==> src/rtl/lbd_pkg.sv <==
// lbd_pkg: constants for the local bus address decoder and bus timer
// assumes a 100 MHz local bus clock
`default_nettype none
package lbd_pkg;
    localparam int unsigned CLK_PERIOD_NS = 10;
    localparam int unsigned TO_8US_NS     = 8000;
    localparam int unsigned TO_64US_NS    = 64000;
    localparam int unsigned TO_256US_NS   = 256000;
    localparam int unsigned TO_8US_CYC    = (TO_8US_NS + CLK_PERIOD_NS - 1) / CLK_PERIOD_NS;
    localparam int unsigned TO_64US_CYC   = (TO_64US_NS + CLK_PERIOD_NS - 1) / CLK_PERIOD_NS;
    localparam int unsigned TO_256US_CYC  = (TO_256US_NS + CLK_PERIOD_NS - 1) / CLK_PERIOD_NS;
    localparam int unsigned CNT_W         = 16;
    // timeout select codes
    localparam logic [1:0]  TSEL_8US      = 2'h0;
    localparam logic [1:0]  TSEL_64US     = 2'h1;
    localparam logic [1:0]  TSEL_256US    = 2'h2;
    localparam logic [1:0]  TSEL_INF      = 2'h3;
    // access size codes
    localparam logic [1:0]  SZ_BYTE       = 2'h0;
    localparam logic [1:0]  SZ_HALF       = 2'h1;
    localparam logic [1:0]  SZ_WORD       = 2'h2;
    // port width codes
    localparam logic [1:0]  PORT_D32      = 2'h0;
    localparam logic [1:0]  PORT_D16      = 2'h1;
    localparam logic [1:0]  PORT_D8       = 2'h2;
    localparam logic [1:0]  PORT_ANY      = 2'h3;
    localparam logic [2:0]  TT_NORMAL_MAX = 3'h1;
    localparam logic        BOOT_ROM_RST  = 1'b1;
    localparam int unsigned BOOT_ROM_BIT  = 20;
    // region bounds
    localparam logic [31:0] ROM_LOW_END   = 32'h003fffff;
    localparam logic [31:0] VME_END       = 32'hff7fffff;
    localparam logic [31:0] ROM_BASE      = 32'hff800000;
    localparam logic [31:0] RSV2M_BASE    = 32'hffc00000;
    localparam logic [31:0] SRAM_BASE     = 32'hffe00000;
    localparam logic [31:0] IO_BASE       = 32'hfff00000;
    localparam logic [31:0] IO_END        = 32'hfffeffff;
    localparam logic [31:0] A16_BASE      = 32'hffff0000;
    localparam logic [31:0] LOCAL_CONTROL_STATUS_SPACE_BASE     = 32'hfff40000;
    localparam logic [31:0] GLOBAL_CONTROL_STATUS_SPACE_BASE     = 32'hfff40100;
    localparam logic [31:0] IOCTL_BASE    = 32'hfff42000;
    localparam logic [31:0] MEMCTL_BASE   = 32'hfff43000;
    localparam logic [31:0] SERIAL_BASE   = 32'hfff45000;
    localparam logic [31:0] LAN_BASE      = 32'hfff46000;
    localparam logic [31:0] SCSI_BASE     = 32'hfff47000;
    localparam logic [31:0] RSVACK_BASE   = 32'hfff70000;
    localparam logic [31:0] CODEMMU_BASE  = 32'hfff77000;
    localparam logic [31:0] DATAMMU_BASE  = 32'hfff7f000;
    localparam logic [31:0] RSVACK_END    = 32'hfff9ffff;
    localparam logic [31:0] BATTERY_BACKED_RAM_BASE    = 32'hfffc0000;
    localparam logic [31:0] VECT_BASE     = 32'hfffe0000;
    localparam logic [1:0]  VECT_BYTE     = 2'h3;
    // target select positions
    localparam int unsigned NT            = 16;
    typedef enum logic [4:0] {
        T_DRAM, T_VME, T_ROM, T_SRAM, T_LOCAL_CONTROL_STATUS_SPACE, T_GLOBAL_CONTROL_STATUS_SPACE, T_IOCTL, T_MEMCTL,
        T_SERIAL, T_LAN, T_SCSI, T_CODEMMU, T_DATAMMU, T_BATTERY_BACKED_RAM, T_A16, T_VECT,
        T_RSVACK, T_NONE
    } lbd_target_e;
    typedef enum logic [1:0] {
        ST_IDLE = 2'b00,
        ST_RUN  = 2'b01,
        ST_END  = 2'b11
    } lbd_state_e;
endpackage : lbd_pkg
`default_nettype wire

==> src/rtl/lbd_decoder.sv <==
// lbd_decoder: local bus address decoder with bus timeout monitor
// assumes masters present a one-cycle cycleStart with stable address fields
//
// Function
// - only transfer types 0 and 1 decode as normal memory space
// - zero up to the dram extent goes to dram once enabled, D32
// - boot rom also answers at low 4MB until boot rom bit 20 clears
// - dram and local-to-vme decoders follow their enable inputs, which reset does not clear
// - 2MB reserved below sram is undecoded and times out
// - enabled timer ends an unfinished cycle with bus error ack
// - timeout selectable: 8us, 64us, 256us or infinite
// - timer does not count during vme bound cycles
// - 960KB io window goes to onboard io at 8, 16, 32 bit
// - narrow writes to local control status space end in bus error ack
// - global control space takes any write width, both take any read
// - vector bytes for levels 1 to 7 every four bytes, repeated
// - vector fetch with nothing pending gets no acknowledge
// - no-acknowledge reserved io areas rely on the timer
// - acknowledging reserved io areas near mmu windows complete cleanly
// - serial, lan and scsi chip selects decoded separately
// - 64KB battery backed ram and clock window, any width
// - top 64KB forwarded to vme a16 space, D16
`default_nettype none
module lbd_decoder
    import lbd_pkg::*;
#(
    parameter int unsigned TO_64_CYC  = TO_64US_CYC,
    parameter int unsigned TO_256_CYC = TO_256US_CYC
) (
    input  wire logic          clk,
    input  wire logic          rst_b,
    input  wire logic          cycleStart,
    input  wire logic [31:0]   busAddr,
    input  wire logic [2:0]    transferTypeCode,
    input  wire logic          busWrite,
    input  wire logic [1:0]    busSize,
    input  wire logic          targetAck,
    input  wire logic          bootRomClear,
    input  wire logic          dramEnable,
    input  wire logic [31:0]   dramExtent,
    input  wire logic          vmeMapEnable,
    input  wire logic          vmeA16Enable,
    input  wire logic          timerEnable,
    input  wire logic [1:0]    timeoutSel,
    input  wire logic [7:1]    irqPending,
    output logic [NT:0]        targetSel,
    output logic [1:0]         portSize,
    output logic               busErrorAck,
    output logic               localAck,
    output logic               bootRomLowMap,
    output logic               cycleBusy
);
    function automatic lbd_target_e decodeTarget(
        input logic [31:0] a,
        input logic [2:0]  tt,
        input logic        wr,
        input logic [1:0]  sz,
        input logic        romLow,
        input logic        dramOn,
        input logic [31:0] extent,
        input logic        vmeOn,
        input logic        a16On,
        input logic [7:1]  pend
    );
        lbd_target_e t;
        t = T_NONE;
        if (tt > TT_NORMAL_MAX) begin
            t = T_NONE;
        end else if (a >= A16_BASE) begin
            t = a16On ? T_A16 : T_NONE;
        end else if (a >= IO_BASE) begin
            if (a >= VECT_BASE) begin
                if (a[1:0] == VECT_BYTE && !wr && sz == SZ_BYTE && a[4:2] != 3'h0
                    && pend[a[4:2]]) begin
                    t = T_VECT;
                end
            end else if (a >= BATTERY_BACKED_RAM_BASE && a < BATTERY_BACKED_RAM_BASE + 32'h00010000) begin
                t = T_BATTERY_BACKED_RAM;
            end else if (a >= RSVACK_BASE && a <= RSVACK_END) begin
                if (a[31:12] == CODEMMU_BASE[31:12]) begin
                    t = T_CODEMMU;
                end else if (a[31:12] == DATAMMU_BASE[31:12]) begin
                    t = T_DATAMMU;
                end else begin
                    t = T_RSVACK;
                end
            end else if (a[31:8] == LOCAL_CONTROL_STATUS_SPACE_BASE[31:8]) begin
                t = T_LOCAL_CONTROL_STATUS_SPACE;
            end else if (a[31:8] == GLOBAL_CONTROL_STATUS_SPACE_BASE[31:8]) begin
                t = T_GLOBAL_CONTROL_STATUS_SPACE;
            end else if (a[31:12] == IOCTL_BASE[31:12]) begin
                t = T_IOCTL;
            end else if (a[31:12] == MEMCTL_BASE[31:12]) begin
                t = T_MEMCTL;
            end else if (a[31:9] == SERIAL_BASE[31:9]) begin
                t = T_SERIAL;
            end else if (a[31:12] == LAN_BASE[31:12]) begin
                t = T_LAN;
            end else if (a[31:12] == SCSI_BASE[31:12]) begin
                t = T_SCSI;
            end else begin
                t = T_NONE;
            end
        end else if (a >= SRAM_BASE) begin
            t = T_SRAM;
        end else if (a >= RSV2M_BASE) begin
            t = T_NONE;
        end else if (a >= ROM_BASE) begin
            t = T_ROM;
        end else if (romLow && a <= ROM_LOW_END) begin
            t = T_ROM;
        end else if (dramOn && a < extent) begin
            t = T_DRAM;
        end else if (vmeOn && a <= VME_END) begin
            t = T_VME;
        end
        return t;
    endfunction : decodeTarget

    function automatic logic [1:0] targetPort(input lbd_target_e t);
        case (t)
            T_DRAM, T_ROM, T_SRAM, T_LOCAL_CONTROL_STATUS_SPACE, T_LAN, T_CODEMMU, T_DATAMMU: targetPort = PORT_D32;
            T_VME, T_A16:  targetPort = PORT_D16;
            T_SERIAL:      targetPort = PORT_D16;
            T_MEMCTL, T_VECT: targetPort = PORT_D8;
            default:       targetPort = PORT_ANY;
        endcase
    endfunction : targetPort

    lbd_state_e        state_q, state_d;
    logic [NT:0]       targetSel_q, targetSel_d;
    logic [1:0]        portSize_q, portSize_d;
    logic              busErrorAck_q, busErrorAck_d;
    logic              localAck_q, localAck_d;
    logic              romLow_q, romLow_d;
    logic              errPend_q, errPend_d;
    logic              rsvAck_q, rsvAck_d;
    logic [CNT_W-1:0]  count_q, count_d;
    logic [CNT_W-1:0]  limit;
    lbd_target_e       hit;
    logic              vmeBound;
    logic              timeoutHit;

    assign hit = decodeTarget(busAddr, transferTypeCode, busWrite, busSize, romLow_q,
                              dramEnable, dramExtent, vmeMapEnable, vmeA16Enable,
                              irqPending);
    assign vmeBound = targetSel_q[T_VME] | targetSel_q[T_A16];

    always_comb begin
        case (timeoutSel)
            TSEL_8US:   limit = CNT_W'(TO_8US_CYC);
            TSEL_64US:  limit = CNT_W'(TO_64_CYC);
            TSEL_256US: limit = CNT_W'(TO_256_CYC);
            default:    limit = '1;
        endcase
    end

    assign timeoutHit = timerEnable && timeoutSel != TSEL_INF && !vmeBound
                        && count_q == limit - CNT_W'(1);

    always_comb begin
        state_d       = state_q;
        targetSel_d   = targetSel_q;
        portSize_d    = portSize_q;
        busErrorAck_d = 1'b0;
        localAck_d    = 1'b0;
        romLow_d      = bootRomClear ? 1'b0 : romLow_q;
        errPend_d     = errPend_q;
        rsvAck_d      = rsvAck_q;
        count_d       = count_q;
        case (state_q)
            ST_IDLE: begin
                if (cycleStart) begin
                    state_d     = ST_RUN;
                    targetSel_d = '0;
                    if (hit != T_NONE) begin
                        targetSel_d[hit] = 1'b1;
                    end
                    portSize_d  = targetPort(hit);
                    errPend_d   = hit == T_LOCAL_CONTROL_STATUS_SPACE && busWrite && busSize != SZ_WORD;
                    rsvAck_d    = hit == T_RSVACK;
                    count_d     = '0;
                end
            end
            ST_RUN: begin
                if (errPend_q || timeoutHit) begin
                    busErrorAck_d = 1'b1;
                    state_d       = ST_END;
                end else if (rsvAck_q) begin
                    localAck_d = 1'b1;
                    state_d    = ST_END;
                end else if (targetAck) begin
                    state_d = ST_END;
                end else if (!vmeBound) begin
                    count_d = count_q + CNT_W'(1);
                end
                if (state_d == ST_END) begin
                    targetSel_d = '0;
                    errPend_d   = 1'b0;
                    rsvAck_d    = 1'b0;
                end
            end
            ST_END: begin
                state_d = ST_IDLE;
            end
            default: begin
                state_d = ST_IDLE;
            end
        endcase
    end

    always_ff @(posedge clk or negedge rst_b) begin
        if (!rst_b) begin
            state_q       <= ST_IDLE;
            targetSel_q   <= '0;
            portSize_q    <= PORT_ANY;
            busErrorAck_q <= 1'b0;
            localAck_q    <= 1'b0;
            romLow_q      <= BOOT_ROM_RST;
            errPend_q     <= 1'b0;
            rsvAck_q      <= 1'b0;
            count_q       <= '0;
        end else begin
            state_q       <= state_d;
            targetSel_q   <= targetSel_d;
            portSize_q    <= portSize_d;
            busErrorAck_q <= busErrorAck_d;
            localAck_q    <= localAck_d;
            romLow_q      <= romLow_d;
            errPend_q     <= errPend_d;
            rsvAck_q      <= rsvAck_d;
            count_q       <= count_d;
        end
    end

    logic cycleBusy_q;
    always_ff @(posedge clk or negedge rst_b) begin
        if (!rst_b) begin
            cycleBusy_q <= 1'b0;
        end else begin
            cycleBusy_q <= state_d == ST_RUN;
        end
    end

    assign targetSel     = targetSel_q;
    assign portSize      = portSize_q;
    assign busErrorAck   = busErrorAck_q;
    assign localAck      = localAck_q;
    assign bootRomLowMap = romLow_q;
    assign cycleBusy     = cycleBusy_q;

    logic startOk;
    assign startOk = cycleStart && state_q == ST_IDLE;
endmodule : lbd_decoder
`default_nettype wire

==> config.mk <==
export PLATFORM = sky130hd
export DESIGN_NAME = lbd_decoder
export DESIGN_NICKNAME = d
export VERILOG_FILES = /design/src/rtl/lbd_pkg.sv /design/src/rtl/lbd_decoder.sv
export SDC_FILE = /design/constraint.sdc
export NUM_CORES = 1
export LEC_CHECK = 0
export BUFFER_PORTS_ARGS = -buffer_cell sky130_fd_sc_hd__buf_2
export CAP_MARGIN = 15
export CORE_ASPECT_RATIO = 1.5
export CORE_MARGIN = 10
export CORE_UTILIZATION = 53
export DETAILED_ROUTE_END_ITERATION = 6
export PLACE_DENSITY = 0.93
export SLEW_MARGIN = 20
export SYNTH_ARGS = -nofsm -noshare
export SYNTH_HDL_FRONTEND = slang
export SYNTH_SLANG_ARGS = --single-unit
==> constraint.sdc <==
create_clock -name clk -period 3.6 [get_ports clk]
set_clock_uncertainty 0.05 [all_clocks]
set_input_delay 0.36 -clock clk [delete_from_list [all_inputs] [get_ports clk]]
set_output_delay 0.36 -clock clk [all_outputs]
set_load 0.005 [all_outputs]
==> results of run 1 <==
==> power breakdown <==
group	total, W	switching (W)	internal, W
logic	0.000368	0.000225	0.000143
registers	0.000553	0.0000314	0.000522
clock network	0.000343	0.000169	0.000175
total	0.00126	0.000425	0.000839
==> Yosys cell counts (all sizes together), types with 3 or more instances <==
| library cell | n | area (sq um) |
|---|---|---|
| nor3 | 8 | 40.0 |
| nand2 | 47 | 176 |
| clkbuf | 3 | 11.3 |
| o21a | 3 | 22.5 |
| a21oi | 29 | 149 |
| nor2b | 7 | 43.8 |
| a211oi | 4 | 35.0 |
| nand4 | 10 | 62.6 |
| dfstp | 3 | 78.8 |
| nor2 | 28 | 108 |
| dfrtp | 40 | 1000 |
| o21ai | 37 | 193 |
| o2111ai | 4 | 35.0 |
| xnor2 | 3 | 26.3 |
| o211ai | 7 | 52.6 |
| and3 | 8 | 50.1 |
| nand3b | 3 | 22.5 |
| inv | 45 | 169 |
| or3 | 12 | 85.1 |
| a22o | 6 | 52.6 |
| or2 | 5 | 33.8 |
| nand4b | 3 | 26.3 |
| or4 | 5 | 37.5 |
| nand2b | 8 | 50.1 |
| or4b | 3 | 33.8 |
| nor4 | 4 | 31.3 |
| ha | 41 | 513 |
| o31ai | 3 | 32.5 |
| buf | 6 | 32.5 |
| nand3 | 12 | 60.1 |
==> worst paths after layout <==
check	start	endpoint	slack [ns]	depth (start not counted)
worst max-delay path	busAddr[27]	targetSel[12]	0.51	14
worst min-delay path	bootRomClear	bootRomLowMap	0.13	2
worst max register to register	bootRomLowMap	targetSel[12]	0.59	10
worst min register to register	targetSel[7]	targetSel[7]	0.44	2
max in group asynchronous	rst_b	count_q[7]	2.78	1
min in group asynchronous	rst_b	count_q[14]	0.14	1
==> area by class of cell <==
| class | instances | area, sq um | area share |
|---|---|---|---|
| repair buffers | 110 | 553 | 0.127 |
| clock inverters | 1 | 7.51 | 0.00173 |
| multi-input cells | 337 | 2340 | 0.539 |
| inverters | 46 | 173 | 0.0397 |
| flip-flops and latches | 43 | 1080 | 0.248 |
| clock buffers | 7 | 96.3 | 0.0222 |
| well taps | 76 | 95.1 | 0.0219 |
==> flip-flops by register name, indices dropped and copies added, names as in the netlist <==
register	cells
bootRomLowMap	1
busErrorAck	1
count_q	16
cycleBusy	1
errPend_q	1
localAck	1
portSize	2
rsvAck_q	1
state_q	2
targetSel	17
==> metal layers <==
layer / vias to the layer above / wire, microns / GRT usage
li1: 1807 / - / -
met1: 1735 / 3720 / 0.190
met2: 131 / 5650 / 0.362
met3: 32 / 576 / 0.0457
met4: 0 / 340 / 0.0840
met5: - / 0 / 0
==> worst register-to-register path, stage by stage (launching register included) <==
cell and delay (ns):
dfstp_2 0.54, nor4b_1 0.27, nand3_1 0.12, o21a_1 0.17, o32a_2 0.42, nand2b_1 0.19
ha_1 0.24, o31a_1 0.12, or3_1 0.31, a21oi_1 0.32, a22o_1 0.19
==> logic make-up (layout without fill, tap and decap cells) <==
group                      after synthesis  in the layout  share of synthesized area
buffers and inverters                   55            164                     0.0594
adders and majority gates               41             41                      0.141
AOI/OAI and AO/OA                      118            118                      0.225
and+or+nand+nor                        172            172                      0.259
xor gates and xnor gates                 4              4                    0.00962
muxes                                    2              2                    0.00893
DFF                                     43             43                      0.297
==> metrics by stage <==
stage | util | total power [W]
global placement | 0.646 | 0.000898
detailed placement | 0.646 | 0.000923
floorplan | - | 0.000774
CTS | 0.661 | 0.00127
global route | 0.661 | 0.00134
finish | 0.661 | 0.00126
==> results.txt, run 1 <==
* Run status: finished clean
* # DRC: 0
- The cell family contributing the most delay on the critical path is compound AO/OA/AOI/OAI gates.
- Count of final max-slew check failures: 0
* Synth Flop Type: dfrtp_1
- Across the VDD grid, the largest voltage drop is 0.163 mV.
- Crit path buf inv count: 1
* Post-DR wirelength/cell: 16.6 microns
- The die is 122 microns tall.
* Fin cells: 620
* Clock buffer count from CTS: 5
* Maximum fanout along the worst path: 5
- Of the available clock period, the critical path in the final layout requires 0.858.
- Compared with the post-synthesis result, the final layout area differs by 19.5%.
- Netlist cell types: 75
- Fraction of the yosys area taken by sequential cells: 0.297
- Final-report setup violation count: 0
- Once layout is done, the placed cells without fillers occupy 4350 sq um.
- For this design the static power due to leakage is 2.23 nW.
* Crit Path Class: input pin to flop
- The clock tree synthesis step divided the H-tree into 2 levels.
- During I/O placement, the number of pins put on the boundary was 111.
- Core Footprint: 6580 sq um
- Worst hold-check path type: input pin to flop
- Placer congestion estimate: 0.954
* Site Rows: 36
* Power density cells: 291 nW/um^2
- The die covers 10700 sq um.
- Number of synthesis warnings: 0
* Leading cell type in the layout, fill and taps excluded: buf_2
- The count of buffers added on input and output ports is 109.
* Hold-fix buffers, CTS: 0
* Worst slew pin tran: 1.07 ns
- After detailed placement, the total cell area comes to 4250 sq um.
* Layout Nets: 672
- Global router's overall resource usage: 0.192
- The total overflow left after global routing is 0.
- Counting flops with an async set or reset pin after synthesis yields a share of 1.00.
- Category of the worst setup path launch point: input pin
- Highest-count cells in the layout ignoring fill and taps: buf_2 (109), nand2_1 (47), inv_1 (45)
- Post-synth design cell area: 3640 sq um
* Setup WS post-layout: 0.511 ns
* Final critical-path required period: 3.09 ns
- At the worst endpoint, the arrival time is 3.27 ns.
- The worst setup path is captured at a flop.
* Post-CTS setup-driven buffer insertion count: 0
* Sum Neg Setup Slack: 0 ns
- Vias in the first global route: 3956
- Derived from the worst setup path, the maximum achievable clock frequency is 324 MHz.
* Clock Sinks: 43
* Post-detailed-routing wire length: 10.3 mm
* Placement Setup Slack: 0.218 ns
- Count of vias placed by the detailed router: 3705
* Setup repair after global routing missed its margin: false
* TritonCTS clock tree: yes
- Synthesis produced a netlist whose cell count is 435.
- Clock-pin slew was measured on the worst setup and hold paths at 0.08 ns.
- HPWL after detailed placement: 8.68 mm
- Max clock buf depth: 2
- Wire length of the first global-routing pass: 17.2 mm
* Post-synth EDFFs: 0
- The signal on the critical path passes through buf_2, ha_1, a21oi_1, o21ai_0, a211oi_1, o2111ai_1, a41oi_4, or2_2, nand2_1, ha_1, o31a_1, or3_1, a21oi_1, a22o_1.
- FILL cells: 534
- Largest stage delay, worst path: 0.32 ns
* Net count of the mapped netlist: 564
- Once the clock tree was built, the resizer swapped 0 gates to a different size.
- Number of optimization iterations in the first detailed-route pass: 4
* Worst slack on hold paths: 0.126 ns
- After detailed routing, the number of vias per cell comes to 5.98.
- Mean post-synth cell area: 8.37 sq um
* Worst-case headroom to the max-slew limit: 0.284
- The die is 87.7 microns wide.
* Initial antenna violation count: 0
- Largest net degree at the start of global routing: 44
- Clk Latency, worst-skew pair: 0.30 ns
- Max-cap violations in this run came to 0.
- At the worst endpoint, the required time is 3.79 ns.
- Number of endpoints with negative hold slack in the final report: 0
- Post-detailed-route count of antenna-violating nets: 0
- The root buffer cell chosen for the clock tree is clkbuf_8.
- Share of layout cells above drive strength 1: 0.267
- Counting flops and latches in the post-synthesis netlist gives 43.
* Violation count after the first detailed-route iteration: 172
* Final antenna diode count: 0
- Among all stages on the critical path, the largest delay is contributed by a21oi_1.
* Number of cells after detailed placement: 612
- For this configuration, the core starts out at a cell density of 0.554.
Power figures use the tool's default switching activity.
==> run 2, diff against run 1 <==
--- a/config.mk
+++ b/config.mk
@@ -5,13 +5,14 @@
 export SDC_FILE = /design/constraint.sdc
 export NUM_CORES = 1
 export LEC_CHECK = 0
+export ABC_AREA = 1
 export BUFFER_PORTS_ARGS = -buffer_cell sky130_fd_sc_hd__buf_2
 export CAP_MARGIN = 15
 export CORE_ASPECT_RATIO = 1.5
 export CORE_MARGIN = 10
-export CORE_UTILIZATION = 53
+export CORE_UTILIZATION = 54
 export DETAILED_ROUTE_END_ITERATION = 6
-export PLACE_DENSITY = 0.93
+export PLACE_DENSITY = 0.92
 export SLEW_MARGIN = 20
 export SYNTH_ARGS = -nofsm -noshare
 export SYNTH_HDL_FRONTEND = slang
==> run 2 against run 1 <==
Net effect:
- routed wire length increased by 12%
- final area increased by 15%
- fmax increased by 13%
- die area increased by 11%
- cell count increased by 39%
- sequential share of layout area decreased by 3.3 points
- sequential cell count unchanged
- critical path type is now flop to flop
- largest power group unchanged
==> results.txt, run 2 <==
* Run status: finished clean
* Share of flip-flops with an asynchronous set or reset after synthesis: 1.00 (unchanged)
- Synth Flop Type: dfrtp_1
* Sum Neg Setup Slack: 0 ns (unchanged)
- The path class of the tightest hold or removal check is input pin to flop.
* Leading cell type in the layout, fill and taps excluded: nand2_1
* Number of synthesis warnings: 0 (unchanged)
* Most common library cells after synthesis: nand2_1 (162), inv_1 (98), nor2_1 (91)
* Clk Latency, worst-skew pair: 0.29 ns (about the same)
- The max-slew violation count came to 0 (unchanged).
- The count of input and output buffers was 109 (unchanged).
* H-tree depth: 2 (unchanged)
- The post-detailed-route count of antenna-violating nets came to 0 (unchanged).
- Worst slack on hold paths: 0.125 ns (-0.000218 ns)
- Flip-flop count of the largest register, all copies and words added: 17 (unchanged)
* Largest net degree at the start of global routing: 44 (unchanged)
* Starting Density: 0.554 (+0.000752)
* Wire length of the first global-routing pass: 19.4 mm (+13%)
- Area post-placement: 4850 sq um (+14%)
- # DRC: 0 (unchanged)
- The maximum achievable frequency came to 366 MHz (+13%).
* Power density cells: 324 nW/um^2 (+11%)
* Number of endpoints with negative hold slack in the final report: 0 (unchanged)
- Setup repair after global routing left no endpoint under its margin.
- dfrtp_1 takes more of the synthesized area than any other cell.
- The slowest stage of the critical path is the a2111oi_0 cell.
* TritonCTS clock tree: yes
- Mean post-synth cell area: 6.49 sq um (-22%)
* Number of cells after detailed placement: 853 (+39%)
* Largest stage delay, worst path: 0.49 ns (+0.17 ns)
* Vias per std cell: 5.21 (-13%)
- Cell class contributing the biggest share of worst-path delay: compound AO/OA/AOI/OAI gates
* Number of primary I/O pins: 111 (unchanged)
* Site Rows: 39 (+8.3%)
- The residual overflow from global routing was 0 (unchanged).
- The number of buffers inserted to repair setup after CTS came to 0 (unchanged).
- Post-synth EDFFs: 0 (unchanged)
- The number of antenna violations at the first check in global routing was 0 (unchanged).
- Highest-count cells in the layout ignoring fill and taps: nand2_1 (162), buf_2 (109), inv_1 (98)
- Count of vias placed by the detailed router: 4486 (+21%)
- Final antenna diode count: 0 (unchanged)
* Worst-case headroom to the max-slew limit: 0.385 (+0.101)
* Final critical-path required period: 2.73 ns (-0.354 ns)
* Area share of the leading cell type in the synthesized netlist: 0.237 (-0.0377)
- HPWL after detailed placement: 9.67 mm (+11%)
- The worst setup path is launched from a flop.
* Leak Pwr: 2.83 nW (+27%)
* Synth Register Bits: 43 (unchanged)
- The final cycle utilization of the critical path is 0.760 (-0.0984).
* Top area cells in the synthesized netlist: dfrtp_1 (24%), nand2_1 (14%), ha_1 (12%)
- IR drop worst, VDD: 0.282 mV (+73%)
* Final-report setup violation count: 0 (unchanged)
* Post-synth design cell area: 4220 sq um (+16%)
- Data arrival time of the critical path: 2.87 ns (-0.40 ns)
- Layout Nets: 887 (+32%)
* CTS root buf: clkbuf_16
- Walking the worst path, the cells encountered are inv_1, nor2_1, inv_1, a21oi_1, a2111oi_0, nand2_1, buf_4, o31ai_1.
- Post-detailed-routing wire length: 11.5 mm (+12%)
- Synth-to-Final Area Change: 19.0%
* Maximum fanout along the worst path: 16 (+11)
- Netlist cell types: 38 (-49%)
- End-of-flow core utilization: 0.660 (-0.00174)
* Most frequent CP cell: inv_1
- Worst slew pin tran: 0.923 ns (-0.147 ns)
- Die Width: 92.2 microns (+5.1%)
- Max clock buf depth: 2 (unchanged)
* Post-Synthesis Cells: 650 (+49%)
* Net count of the mapped netlist: 779 (+38%)
- The area of the core came to 7610 sq um (+16%).
- The detailed-router iteration count before antenna repair came to 5 (+1).
- Clock Pin Slew Worst Setup and Hold Paths: 0.06 ns (-0.02 ns)
* Non-Filler Cell Area, Final: 5020 sq um (+15%)
- Global router's overall resource usage: 0.191 (-0.00106)
* Worst EP required: 3.73 ns (-0.06 ns)
* Placer congestion estimate: 0.900 (-5.6%)
- The number of global-route vias before repair is 4671 (+18%).
* Crit path capture type: flop
- Share of layout cells above drive strength 1: 0.198 (-0.0689)
* Most common cell in the synthesized netlist: nand2_1
- The number of non-filler instances in the completed layout came to 861 (+39%).
- The number of CTS-inserted buffers came to 5 (unchanged).
- Post-DR wirelength/cell: 13.4 microns (-20%)
- The post-cts sizing count is 0 (unchanged).
* Violation count after the first detailed-route iteration: 184 (+7.0%)
* Crit path buf inv count: 3 (+2)
* Vertical die dimension: 128 microns (+5.6%)
- Hold-fix buffers, CTS: 0 (unchanged)
* Full die area: 11800 sq um (+11%)
* Crit Path Class: flop to flop
* Max Cap Violations: 0 (unchanged)
* Fraction of the yosys area taken by sequential cells: 0.256 (-0.0407)
- Clock Sinks: 43 (unchanged)
## run 2: cell types whose count changed in the layout (fill, tap and decap cells not counted), moves of 7 or more
cell and change:
inv_1 +53, nand2_1 +115, o31ai_1 +12, nand2b_1 -8
o21ai_1 -14, xor2_1 +14, nand2_2 +8, nor3_1 +7
or3_1 -10, clkbuf_8 -7, nand3_1 +42, nor2b_1 -7
and3_1 -7, nor2_1 +64
## run 2: kinds of logic after synthesis
group	synth area share
buffers and inverters	0.103
and+or+nand+nor	0.380
xor gates and xnor gates	0.0374
adders and majority gates	0.122
DFF	0.256
AOI/OAI and AO/OA	0.102
## run 2: power breakdown
part / switching, W / internal [W]
clock: 0.000190 / 0.000327
sequential: 0.0000376 / 0.000530
combinational: 0.000369 / 0.000172
## run 2: path summary, 6_finish.rpt
path | start | end | slack [ns] | depth (start not counted)
setup reg to reg | state_q[0] | count_q[8] | 0.87 | 8
setup / recovery | state_q[0] | count_q[8] | 0.87 | 8
min in group asynchronous | rst_b | count_q[15] | 0.16 | 1
max in group asynchronous | rst_b | count_q[14] | 2.76 | 1
hold reg to reg | targetSel[12] | targetSel[12] | 0.43 | 2
hold / removal | bootRomClear | bootRomLowMap | 0.13 | 2
## run 2: stage by stage
stage,power (W),worst slack [ns]
after CTS,0.00163,0.883
final,0.00163,0.866
after floorplan,0.000937,1.32
after global routing,0.00174,0.575
after global placement,0.00109,0.829
after detailed placement,0.00111,0.715
## run 2: area by class of cell
cell class | count | area, sq um
repair buffers | 110 | 553
multi-input cells | 495 | 2710
fillers | 684 | 2590
well taps | 102 | 128
clock buffers | 5 | 125
inverters | 103 | 387
flip-flops and latches | 43 | 1080
clock inverters | 3 | 43.8
## run 2: routing by layer
metal,global-route usage,wire length [microns],vias to the layer above
li1,-,-,2303
met1,0.195,4490,2026
met2,0.365,6180,128
met3,0.0334,462,29
met4,0.0865,373,0
met5,0,0,-
==> run 3, diff against run 2 <==
--- a/config.mk
+++ b/config.mk
@@ -5,14 +5,14 @@
 export SDC_FILE = /design/constraint.sdc
 export NUM_CORES = 1
 export LEC_CHECK = 0
-export ABC_AREA = 1
+export ABC_AREA = 0
 export BUFFER_PORTS_ARGS = -buffer_cell sky130_fd_sc_hd__buf_2
 export CAP_MARGIN = 15
 export CORE_ASPECT_RATIO = 1.5
 export CORE_MARGIN = 10
-export CORE_UTILIZATION = 54
+export CORE_UTILIZATION = 48
 export DETAILED_ROUTE_END_ITERATION = 6
-export PLACE_DENSITY = 0.92
+export PLACE_DENSITY = 0.89
 export SLEW_MARGIN = 20
 export SYNTH_ARGS = -nofsm -noshare
 export SYNTH_HDL_FRONTEND = slang
==> constraint.sdc (replaced) <==
create_clock -name clk -period 2.4 [get_ports clk]
set_clock_uncertainty 0.05 [all_clocks]
set_input_delay 0.24 -clock clk [delete_from_list [all_inputs] [get_ports clk]]
set_output_delay 0.24 -clock clk [all_outputs]
set_load 0.005 [all_outputs]
==> run 3 against run 2 <==
Net effect:
- the flow now finishes with violations (negative setup slack)
- sequential power up 46%
- core utilization increased by 12 points
- sequential share of layout area decreased by 2.5 points
- setup slack got worse by 1.3 ns
- via count is 3.3% lower
- register-to-register slack lost 1.1 ns
- final area is 13% higher
- critical endpoint is now targetSel[7]
==> results.txt, run 3 (synthesis results as in run 1) <==
- The worst setup path is launched from an input pin.
- IR drop worst, VDD: 0.375 mV (+33%)
- The critical path in this run is classified as input pin to flop.
- The total setup violations reported at the end of the flow is 36 (+36).
- Clk Latency, worst-skew pair: 0.30 ns (about the same)
* Worst hold-check path type: input pin to async pin
* Worst slack on hold paths: 0.0251 ns (-0.100 ns)
- The internal power consumption is 0.00159 W (+55%).
* Clock buffer count from CTS: 5 (unchanged)
- The share of total power in sequential cells is 0.350 (about the same).
* Crit path capture type: flop
* Clock Sinks: 43 (unchanged)
- The required time reported for the critical path endpoint was 2.58 ns (-1.15 ns).
- Post-detailed-route count of antenna-violating nets: 0 (unchanged)
* Crit path buf inv count: 1 (-2)
- Core Footprint: 7320 sq um (-3.8%)
- Final period util: 1.19
* Max clock buf depth: 2 (unchanged)
- The detailed-router iteration count before antenna repair was 4 (-1).
- Count of vias placed by the detailed router: 4338 (-3.3%)
- Placement Setup Slack: -0.464 ns (-1.18 ns)
- Number of buffers inserted by port buffering: 109 (unchanged)
- Worst slew pin tran: 0.944 ns (+0.0218 ns)
- The setup slack after layout was -0.444 ns (-1.31 ns).
* Largest net degree at the start of global routing: 44 (unchanged)
- Full die area: 11500 sq um (-2.4%)
- HPWL after detailed placement: 9.52 mm (-1.6%)
* Final antenna diode count: 0 (unchanged)
* Flip-flop count of the largest register, all copies and words added: 17 (unchanged)
- The library cell used most frequently in the layout, excluding fill and tap cells, is buf_2.
* Setup repair after global routing missed its margin: true
* Power density cells: 415 nW/um^2 (+28%)
* Power dissipated by switching net loads: 0.000769 W (+29%)
- The final routed wirelength across all metal layers came to 14.0 mm (+22%).
- Die Width: 91.1 microns (-1.2%)
- Static timing analysis puts the maximum clock frequency at 352 MHz.
* Critical Path Slowest Stage Cell: a211o_1
* Post-DR wirelength/cell: 18.9 microns (+41%)
- Highest-count cells in the layout ignoring fill and taps: buf_2 (99), buf_4 (93), nand2_1 (44)
* Violation count after the first detailed-route iteration: 322 (+75%)
* CTS root buf: clkbuf_8
- Starting Density: 0.497 (-0.0571)
- The chip height came to 127 microns (-1.3%).
- The clock-pin slew on the worst setup and hold paths was 0.08 ns (+0.02 ns).
* Violated checks: negative setup slack
- Clock network fraction of total power: 0.284 (-0.034)
* Layout Nets: 772 (-13%)
- Global router's overall resource usage: 0.201 (+0.00941)
- Most frequent CP cell: a21oi_1
- The row count came to 38 (-2.6%).
* Max Cap Violations: 0 (unchanged)
* Run status: finished, violations left
- The max-slew violation count was 0 (unchanged).
- Combinational share of power: 0.366 (+0.033)
* Largest stage delay, worst path: 0.38 ns (-0.11 ns)
- The share of cells above drive strength 1 came to 0.466 (+0.268).
- Vias per std cell: 5.83 (+12%)
* Placer congestion estimate: 0.908 (+0.86%)
- Maximum fanout along the worst path: 4 (-12)
* Ordered cell list for the critical path: buf_2, ha_1, a21oi_1, o21ai_0, a21oi_1, o41ai_4, a41oi_4, or2_4, nand2_4, ha_4, o31a_1, nand2b_4, a211o_1, o21ai_1
- Synth-to-Final Area Change: 56.0%
* H-tree depth: 2 (unchanged)
* Final critical-path required period: 2.84 ns
- Switching share of power: 0.326 (-0.0412)
- The number of global-route vias before repair came to 4442 (-4.9%).
* Data arrival time of the critical path: 3.02 ns (+0.15 ns)
- TritonCTS built the clock tree.
- The top-level I/O count came to 111 (unchanged).
- Worst-case headroom to the max-slew limit: 0.370 (-0.0145)
* Number of endpoints with negative hold slack in the final report: 0 (unchanged)
- Initial antenna violation count: 0 (unchanged)
- Total global routing overflow: 0 (unchanged)
- The wire length of the first global-routing pass is 19.7 mm (+1.4%).
- # DRC: 0 (unchanged)
* Cell class contributing the biggest share of worst-path delay: compound AO/OA/AOI/OAI gates
* Leak Pwr: 2.83 nW (about the same)
[run 3: power groups by stage]
| stage | combinational, W | clock (W) | sequential [W] |
|---|---|---|---|
| 5_1_grt | 0.000935 | 0.000704 | 0.000832 |
| 2_1_floorplan | 0.000356 | 0 | 0.000828 |
| 4_1_cts | 0.000767 | 0.000678 | 0.000823 |
| 3_3_place_gp | 0.000637 | 0 | 0.000831 |
| 3_5_place_dp | 0.000677 | 0 | 0.000834 |
| 6_report | 0.000863 | 0.000670 | 0.000826 |
[run 3: final timing paths]
path	from	endpoint	slack (ns)	cells past startpoint
max	busAddr[11]	targetSel[7]	-0.44	14
min	rst_b	count_q[1]	0.03	1
max reg2reg	bootRomLowMap	targetSel[7]	-0.24	10
min reg2reg	targetSel[9]	targetSel[9]	0.44	1
max in group asynchronous	rst_b	count_q[7]	1.68	1
min in group clk	transferTypeCode[1]	targetSel[9]	0.24	3
[run 3: cell type report]
| type | instances | area (sq um) |
|---|---|---|
| tap | 100 | 125 |
| timing repair buffer | 209 | 1390 |
| clock inverter | 2 | 60.1 |
| inverter | 46 | 193 |
| clock buffer | 6 | 72.6 |
| fill | 473 | 1640 |
| sequential | 43 | 1080 |
| multi-input combinational | 338 | 2760 |
[run 3: through the flow]
stage | area (sq um) | power, W | utilization | cells | TNS, ns
6_report | 5680 | 0.00236 | 0.776 | 744 | -8.10
4_1_cts | 5360 | 0.00227 | 0.733 | 739 | -4.58
5_1_grt | 5680 | 0.00247 | 0.776 | 744 | -11.68
3_3_place_gp | 5070 | 0.00147 | 0.693 | 719 | -9.58
2_1_floorplan | 3800 | 0.00118 | - | 435 | -0.912
3_5_place_dp | 5070 | 0.00151 | 0.693 | 719 | -12.25
[run 3: repair_timing]
| action | in CTS | in global routing |
|---|---|---|
| hold endpoints to repair | 1 | 0 |
| gates resized for setup | 16 | 58 |
| pin swaps | 25 | 38 |
| hold buffers | 1 | 0 |
| endpoints found under the setup margin | 36 | 37 |
| cloned | 1 | 1 |
| setup buffers | 10 | 6 |
[run 3: layer usage]
metal  GRT usage  routed length [microns]  share of wire  vias up
met4       0.123                      863          0.061        0
met5           0                        0              0        -
met3      0.0307                      592          0.042       66
li1            -                        -              -     2001
met2       0.394                     8110           0.58      183
met1       0.187                     4480           0.32     2088
[run 3: worst register-to-register path, delay by kind of cell, from the launching register on]
kind | cells | cell delay [ns]
compound gates | 5 | 1.18
fa+ha+maj | 1 | 0.17
simple gates | 4 | 0.62
flops | 1 | 0.55
